===== src/rtl/mmd_consts.vh =====
/*
 Constants for the memory map decoder: program space limits, vectors,
 data map boundaries. Assumes inclusion by plain Verilog-2005 files.
*/
`ifndef MMD_CONSTS_VH
`define MMD_CONSTS_VH
`define MMD_PC_W          13
`define MMD_INSTR_W       14
`define MMD_PROG_MASK_1K  13'h03ff
`define MMD_PROG_MASK_2K  13'h07ff
`define MMD_RESET_VEC     13'h0000
`define MMD_INT_VEC       13'h0004
`define MMD_SFR_TOP       7'h1f
`define MMD_GPR_LO_SMALL  7'h40
`define MMD_GPR_LO_LARGE  7'h20
`define MMD_B1_GPR_LO     7'h20
`define MMD_B1_GPR_HI     7'h6f
`define MMD_COMMON_LO     7'h70
`define MMD_RAM_DEPTH     128
`define MMD_STATUS_BANK_BIT 5
`endif


===== src/rtl/mmd_decoder.v =====
/*
 Memory map decoder: program address folding and vectors, data bank
 selection, special/general split, common window mirroring, zero read
 of unimplemented cells. Assumes a CPU core on the same clock that gives
 one access strobe per cycle and takes read data two cycles after it.
*/
`timescale 1ns/10ps
`include "mmd_consts.vh"
// Function
// RULE1 - 13-bit counter, 8K by 14 space
// RULE2 - Small variant: words 0 to 03FFh exist
// RULE3 - Large variant: words 0 to 07FFh exist
// RULE4 - Addresses beyond implemented space wrap around
// RULE5 - Reset vector 0000h, interrupt vector 0004h
// RULE6 - Two banks, lowest 32 are special registers
// RULE7 - Small: bank 0 40h-7Fh is RAM
// RULE8 - Large: 20h-7Fh and A0h-EFh are RAM
// RULE9 - F0h-FFh mirror bank 0 70h-7Fh
// RULE10 - Unimplemented locations read zero
// RULE11 - Bank bit selects bank 0 or 1
// RULE12 - Software keeps reserved status bits zero
// RULE13 - RAM holds 64 or 128 bytes
// RULE14 - Direct and pointer access reach every cell
// RULE15 - Direct address is bank bit over 7 bits
module mmd_decoder #(
    parameter LARGE = 0
) (
    input  wire        clk_i,
    input  wire        nrst_i,
    input  wire        pc_load_i,
    input  wire [12:0] pc_load_val_i,
    input  wire        pc_inc_i,
    input  wire        int_take_i,
    input  wire        acc_i,
    input  wire        acc_write_i,
    input  wire        acc_indirect_i,
    input  wire [6:0]  acc_dir_addr_i,
    input  wire [7:0]  file_select_pointer_i,
    input  wire [7:0]  status_i,
    input  wire [7:0]  wdata_i,
    input  wire [7:0]  sfr_rdata_i,
    output reg  [12:0] pc_o,
    output reg  [12:0] prog_addr_o,
    output reg  [7:0]  data_addr_o,
    output reg         sfr_sel_o,
    output reg         sfr_write_o,
    output reg         gpr_hit_o,
    output reg  [7:0]  rdata_o
);
    localparam [12:0] PROG_MASK = LARGE ? `MMD_PROG_MASK_2K : `MMD_PROG_MASK_1K; // RULE2 RULE3

    // Classify a bank-local address: 0 none, 1 special, 2 RAM
    function [1:0] mmd_class;
        input       bank;
        input [6:0] off;
        begin
            if (off <= `MMD_SFR_TOP)
                mmd_class = 2'h1; // RULE6
            else if (!bank && off >= (LARGE ? `MMD_GPR_LO_LARGE : `MMD_GPR_LO_SMALL))
                mmd_class = 2'h2; // RULE7 RULE8
            else if (bank && off >= `MMD_COMMON_LO)
                mmd_class = 2'h2; // RULE9
            else if (bank && LARGE && off >= `MMD_B1_GPR_LO && off <= `MMD_B1_GPR_HI)
                mmd_class = 2'h2; // RULE8
            else
                mmd_class = 2'h0;
        end
    endfunction

    // RAM index: bank 1 window folds onto bank 0 cells
    function [6:0] mmd_ram_idx;
        input       bank;
        input [6:0] off;
        begin
            if (!bank || off >= `MMD_COMMON_LO)
                mmd_ram_idx = off; // RULE9
            else
                mmd_ram_idx = off - 7'h20 + 7'h10;
        end
    endfunction

    localparam [1:0] CLS_NONE = 2'h0;
    localparam [1:0] CLS_SFR  = 2'h1;
    localparam [1:0] CLS_RAM  = 2'h2;

    reg  [12:0] pc_nxt;
    reg  [7:0]  rdata_nxt;
    wire [7:0]  eff_addr;
    wire [1:0]  cls;
    wire [6:0]  ram_idx;
    wire [7:0]  ram_q;
    wire        hit_sfr;
    wire        hit_ram;
    wire        ram_we;
    reg         rd_ram_r;
    reg         rd_sfr_r;

    // Pointer carries its own bank in bit 7; direct uses the status bit
    assign eff_addr = acc_indirect_i ? file_select_pointer_i
                    : {status_i[`MMD_STATUS_BANK_BIT], acc_dir_addr_i}; // RULE11 RULE14 RULE15
    assign cls      = mmd_class(eff_addr[7], eff_addr[6:0]);
    assign ram_idx  = mmd_ram_idx(eff_addr[7], eff_addr[6:0]);

    // Strobe qualifies every hit; an idle cycle decodes to nothing
    assign hit_sfr  = acc_i & (cls == CLS_SFR); // RULE6
    assign hit_ram  = acc_i & (cls == CLS_RAM); // RULE7 RULE8 RULE9

    // Writes to unimplemented cells never reach the array
    assign ram_we   = hit_ram & acc_write_i; // RULE10

    // Small variant uses 64 of 128 cells; indices 40h-7Fh only
    mmd_gpr_ram #(
        .DEPTH (`MMD_RAM_DEPTH),
        .AW    (7)
    ) u_ram (
        .clk_i   (clk_i),
        .we_i    (ram_we),
        .addr_i  (ram_idx),
        .wdata_i (wdata_i),
        .rdata_o (ram_q)
    ); // RULE13

    // Interrupt beats a load, a load beats an increment
    always @*
    begin
        pc_nxt = pc_o;
        if (int_take_i)
            pc_nxt = `MMD_INT_VEC; // RULE5
        else if (pc_load_i)
            pc_nxt = pc_load_val_i; // RULE1
        else if (pc_inc_i)
            pc_nxt = pc_o + 13'h0001;
    end

    // Counter keeps all 13 bits; only the fetch address is folded
    always @(posedge clk_i)
    begin
        if (!nrst_i)
        begin
            pc_o        <= `MMD_RESET_VEC; // RULE5
            prog_addr_o <= `MMD_RESET_VEC;
        end
        else
        begin
            pc_o        <= pc_nxt;
            prog_addr_o <= pc_nxt & PROG_MASK; // RULE4
        end
    end

    // Access results stand for the one cycle after the strobe
    always @(posedge clk_i)
    begin
        if (!nrst_i)
        begin
            data_addr_o <= 8'h00;
            sfr_sel_o   <= 1'b0;
            sfr_write_o <= 1'b0;
            gpr_hit_o   <= 1'b0;
            rd_ram_r    <= 1'b0;
            rd_sfr_r    <= 1'b0;
        end
        else
        begin
            data_addr_o <= eff_addr;
            sfr_sel_o   <= hit_sfr;
            sfr_write_o <= hit_sfr & acc_write_i;
            gpr_hit_o   <= hit_ram;
            rd_ram_r    <= hit_ram & ~acc_write_i;
            rd_sfr_r    <= hit_sfr & ~acc_write_i;
        end
    end

    // Choice of read source, taken while the selects stand
    always @*
    begin
        rdata_nxt = 8'h00; // RULE10
        if (rd_ram_r)
            rdata_nxt = ram_q;
        else if (rd_sfr_r)
            rdata_nxt = sfr_rdata_i;
    end

    // Output from a flop; costs one more cycle of read latency
    always @(posedge clk_i)
    begin
        if (!nrst_i)
            rdata_o <= 8'h00;
        else
            rdata_o <= rdata_nxt;
    end
endmodule // mmd_decoder


===== src/rtl/mmd_gpr_ram.v =====
/*
 General-purpose RAM array, one synchronous write port and a registered
 read port. Assumes the decoder gives a folded index and a write strobe.
*/
`timescale 1ns/10ps
`include "mmd_consts.vh"
module mmd_gpr_ram #(
    parameter DEPTH = `MMD_RAM_DEPTH,
    parameter AW    = 7
) (
    input  wire          clk_i,
    input  wire          we_i,
    input  wire [AW-1:0] addr_i,
    input  wire [7:0]    wdata_i,
    output reg  [7:0]    rdata_o
);
    reg [7:0] mem_r [0:DEPTH-1];

    always @(posedge clk_i)
    begin
        if (we_i)
            mem_r[addr_i] <= wdata_i;
        rdata_o <= mem_r[addr_i];
    end
endmodule // mmd_gpr_ram

===== config.mk =====
export PLATFORM = sky130hd
export DESIGN_NAME = mmd_decoder
export DESIGN_NICKNAME = d
export VERILOG_FILES = /design/src/rtl/mmd_decoder.v /design/src/rtl/mmd_gpr_ram.v
export VERILOG_INCLUDE_DIRS = /design/src /design/src/rtl
export SDC_FILE = /design/constraint.sdc
export NUM_CORES = 1
export LEC_CHECK = 0
export BUFFER_PORTS_ARGS = -buffer_cell sky130_fd_sc_hd__buf_2
export CORE_AREA = 2 2 261 263
export CTS_CLUSTER_SIZE = 12
export DETAILED_ROUTE_END_ITERATION = 8
export DIE_AREA = 0 0 263 265
export PLACE_DENSITY_LB_ADDON = 0.25
export SLEW_MARGIN = 10
export SYNTH_ARGS = -nofsm -noshare
export SYNTH_HDL_FRONTEND = slang
export SYNTH_SLANG_ARGS = --single-unit

===== constraint.sdc =====
create_clock -name clk_i -period 10.7 [get_ports clk_i]
set_clock_uncertainty 0.1 [all_clocks]
set_input_delay 2.14 -clock clk_i [delete_from_list [all_inputs] [get_ports clk_i]]
set_output_delay 2.14 -clock clk_i [all_outputs]
set_load 0.02 [all_outputs]

==> metrics.txt <==
XOR/XNOR Fraction of Synth Area=less than 1%; Row Count=95; Synth area leader=edfxtp_1; CTS clock-pin slew for the worst setup and hold paths=roughly 0.060 ns; vias in the first global route=around 25,000; synthesized cell area=~0.04 sq mm; reg-to-reg endpoint=u_ram.rdata_o[7]; drt total wl=slightly above 100,000 um; met3 wire length=12,660 um; syn_area_per_cell=roughly 16 sq um; Antenna Nets Post-Route=0; post-synth top area share=between 70% and 80%; Final nets=approximately 3,200; Gate Count Post-Synth=2,481; upper clock frequency limit=approximately 0.16 GHz; total setup buffers inserted after CTS=0; Max Cap Viol=0; dpl hpwl=between 50,000 and 60,000 um; Final period util=59.11%; IO Count=105; diode count=0; Setup Crit Path Kind=primary input to register; die area=about 0.07 sq mm; fin crit period=about 6.3 ns; clock buffer depth=3; Fin. Hold Viols=0; Clk Latency, worst-skew pair=between 0.6 and 0.7 ns; Final setup viols=0; total grt overflow=0; Max Slew Vio Count=0; Critical path origin=acc_indirect_i; Max-slew headroom=between 10% and 20%; Die H=between 200 and 300 um; cts hold-fix bufs=0; crit path max fanout=25; largest family of logic cells by synthesized area=compound AO/OA/AOI/OAI gates; 1st-pass router iterations=6; Critical R2R Launch=u_ram.mem_r[127][7]; TritonCTS clock tree=done; Worst-Margin Slew=~1.3 ns; routed len/inst=about 25 um; mux contribution to synthesized area=under 10%; dominant cells by area after synthesis=edfxtp_1 76%, a221oi_1 2.9%, a22oi_1 2.9%; initial DRC count=3,710; #FFs+latches synth=approximately 1,100; outcome=finished clean; area grow syn2layout=16.16%; first-pass GRT wire length=~150,000 um; adder-cell share of the synthesized area=less than 1%; post_cts resized=0; sequential cell area fraction in the yosys report=between 70% and 80%; Post-synth EDFFs=roughly 1,000; Min Hold Slack=between 0.4 and 0.5 ns; DRC viols=0; Yosys cell types=between 60 and 70; complex-gate fraction of the synthesized area=~12%; vias per inst=6.251; synthesis warning total=0; Root Driver=clkbuf_16; Worst Path Arrival=6.49 ns; TritonCTS Buffers=between 100 and 150; routed wl met2=slightly below 50,000 um; Leak=16.34 nW; Die Wd=263 um; Final GP Congestion=around 0.87; pwr dens=between 150 and 200 mW/mm^2; Sink Count=between 1,000 and 1,500; port buffer count=between 90 and 100; Worst Setup EP=u_ram.mem_r[67][6]; Vias=roughly 25,000; Hold Path Class=register to register; largest net degree at the start of global routing=129; WL met1=about 37,000 um; multi-input logic area=between 0.01 and 0.015 sq mm; critical path endpoint category=register; Peak VDD IR=~0.14 mV; worst-case reg-to-reg path depth=7; All-Layer GR Usage=between 20% and 30%; initial antenna violation count=4; reg-to-reg setup timing slack=between 8 and 9 ns; simple-gate share of the synthesized area=5.099%; Top Metal Used=met5; RSZ-0062 raised after global routing=no; CTS H-tree lvls=3; Post-synth top flop=edfxtp_1; fillers=roughly 4,300; setup TNS=0 ns; core area=0.06680 sq mm; initial core utilization=60.42%; critical path startpoint category=primary input; layout cells sized above 1=~11%; sequential cell area=between 0.03 and 0.04 sq mm; Worst Path Required=10.86 ns; asr flop ratio synth=0%
-- final cells by class --
type	count	share of cell area, %
Multi-Input combinational cell	1750	21.53
Sequential cell	1066	67.38
Timing Repair Buffer	158	2.098
Clock buffer	156	6.338
Inverter	7	0.05604
Clock inverter	17	0.2749
Tap cell	873	2.330
-- kinds of logic (layout without fill, tap and decap cells) --
logic type      Yosys count  after routing
xor+xnor                 13             13
other cells               1            515
mux                      57             57
buf+inv                 179            338
compound gates          697            697
fa+ha+maj                 4              4
simple gates            464            464
flops                  1066           1066
-- worst min-delay path by stage --
stage | start | endpoint | depth (start not counted)
finish | u_ram.rdata_o[2] | rdata_o[2] | 2
global route | u_ram.rdata_o[3] | rdata_o[3] | 2
CTS | u_ram.rdata_o[3] | rdata_o[3] | 2
detailed placement | u_ram.rdata_o[4] | rdata_o[4] | 2
global placement | u_ram.rdata_o[3] | rdata_o[3] | 2
floorplan | u_ram.rdata_o[0] | rdata_o[0] | 2
-- per-stage QoR --
| step | power, mW | instance area, sq um | utilization (%) | worst slack, ns | cells |
|---|---|---|---|---|---|
| 6_report | 8.893 | 46890 | 70.19 | 4.375 | 4027 |
| 2_1_floorplan | 5.271 | 42290 | - | 5.071 | 2995 |
| 5_1_grt | 9.140 | 46890 | 70.19 | 4.197 | 4027 |
| 3_3_place_gp | 5.556 | 43730 | 65.47 | 3.955 | 3854 |
| 4_1_cts | 8.904 | 46840 | 70.13 | 4.457 | 4027 |
| 3_5_place_dp | 5.584 | 43740 | 65.48 | 3.770 | 3854 |
-- cell usage after synthesis (3+ instances only) --
library cell  count
nor2b_1          13
a222oi_1         46
a22oi_1         154
edfxtp_1       1024
a21oi_1         148
nor3_1           56
o22ai_1           5
and2_1           10
buf_1            25
a32oi_1           3
nand2_1         223
buf_2            58
nor4_1            4
xnor2_1           5
inv_1             7
o211ai_1         38
nand3_1          22
a22o_1           15
nand2b_1          5
clkbuf_1         69
nor2_1           92
ha_1              4
mux2_2           26
o221ai_1          7
a221oi_1        132
mux4_2            7
mux2i_1          22
xor2_1            7
a221o_1          15
a211oi_1         13
dfxtp_1          42
and3_1           13
buf_4            17
o21ai_0          83
nand4_1           9
a31oi_1          20
or3_1             4
-- registers in the layout (all words and copies together) (netlist names) --
signal / count
sfr_sel_o: 1
u_ram.rdata_o: 8
gpr_hit_o: 1
rd_ram_r: 1
u_ram.mem_r: 1024
rdata_o: 8
sfr_write_o: 1
pc_o: 13
data_addr_o: 8
rd_sfr_r: 1
-- cells in the final DEF (no fill, tap or decap), types with 15 or more instances in the layout --
| cell | n |
|---|---|
| buf_2 | 86 |
| o211ai_1 | 38 |
| a222oi_1 | 46 |
| nand2_1 | 222 |
| edfxtp_1 | 1024 |
| nand3_1 | 22 |
| dfxtp_1 | 42 |
| mux2i_1 | 20 |
| a21oi_1 | 148 |
| buf_4 | 71 |
| a22oi_1 | 154 |
| a22o_1 | 15 |
| o21ai_0 | 80 |
| conb_1 | 515 |
| mux2_2 | 22 |
| nor2_1 | 86 |
| a31oi_1 | 20 |
| a221oi_1 | 132 |
| nor3_1 | 46 |
| clkbuf_1 | 38 |
| clkbuf_16 | 107 |
| a221o_1 | 15 |
-- power breakdown --
group          internal [mW]  switching, mW
sequential              4.77         0.0589
combinational          0.186          0.506
clock                   1.90           1.47
-- per-layer routing --
| layer | vias up | global-route usage [%] |
|---|---|---|
| li1 | 10740 | - |
| met1 | 12440 | 39.41 |
| met2 | 1729 | 47.70 |
| met3 | 256 | 6.373 |
| met4 | 4 | 11.24 |
| met5 | - | 0 |
-- critical path, stage by stage --
cell	delay, ns
buf_2	0.55
mux2i_1	0.35
inv_1	0.23
ha_1	0.17
inv_1	0.04
a211o_1	0.34
and2_1	0.21
o32ai_2	0.52
nand2_1	0.69
nor3_1	1.23
No activity file was read; power rests on OpenSTA's default activity.
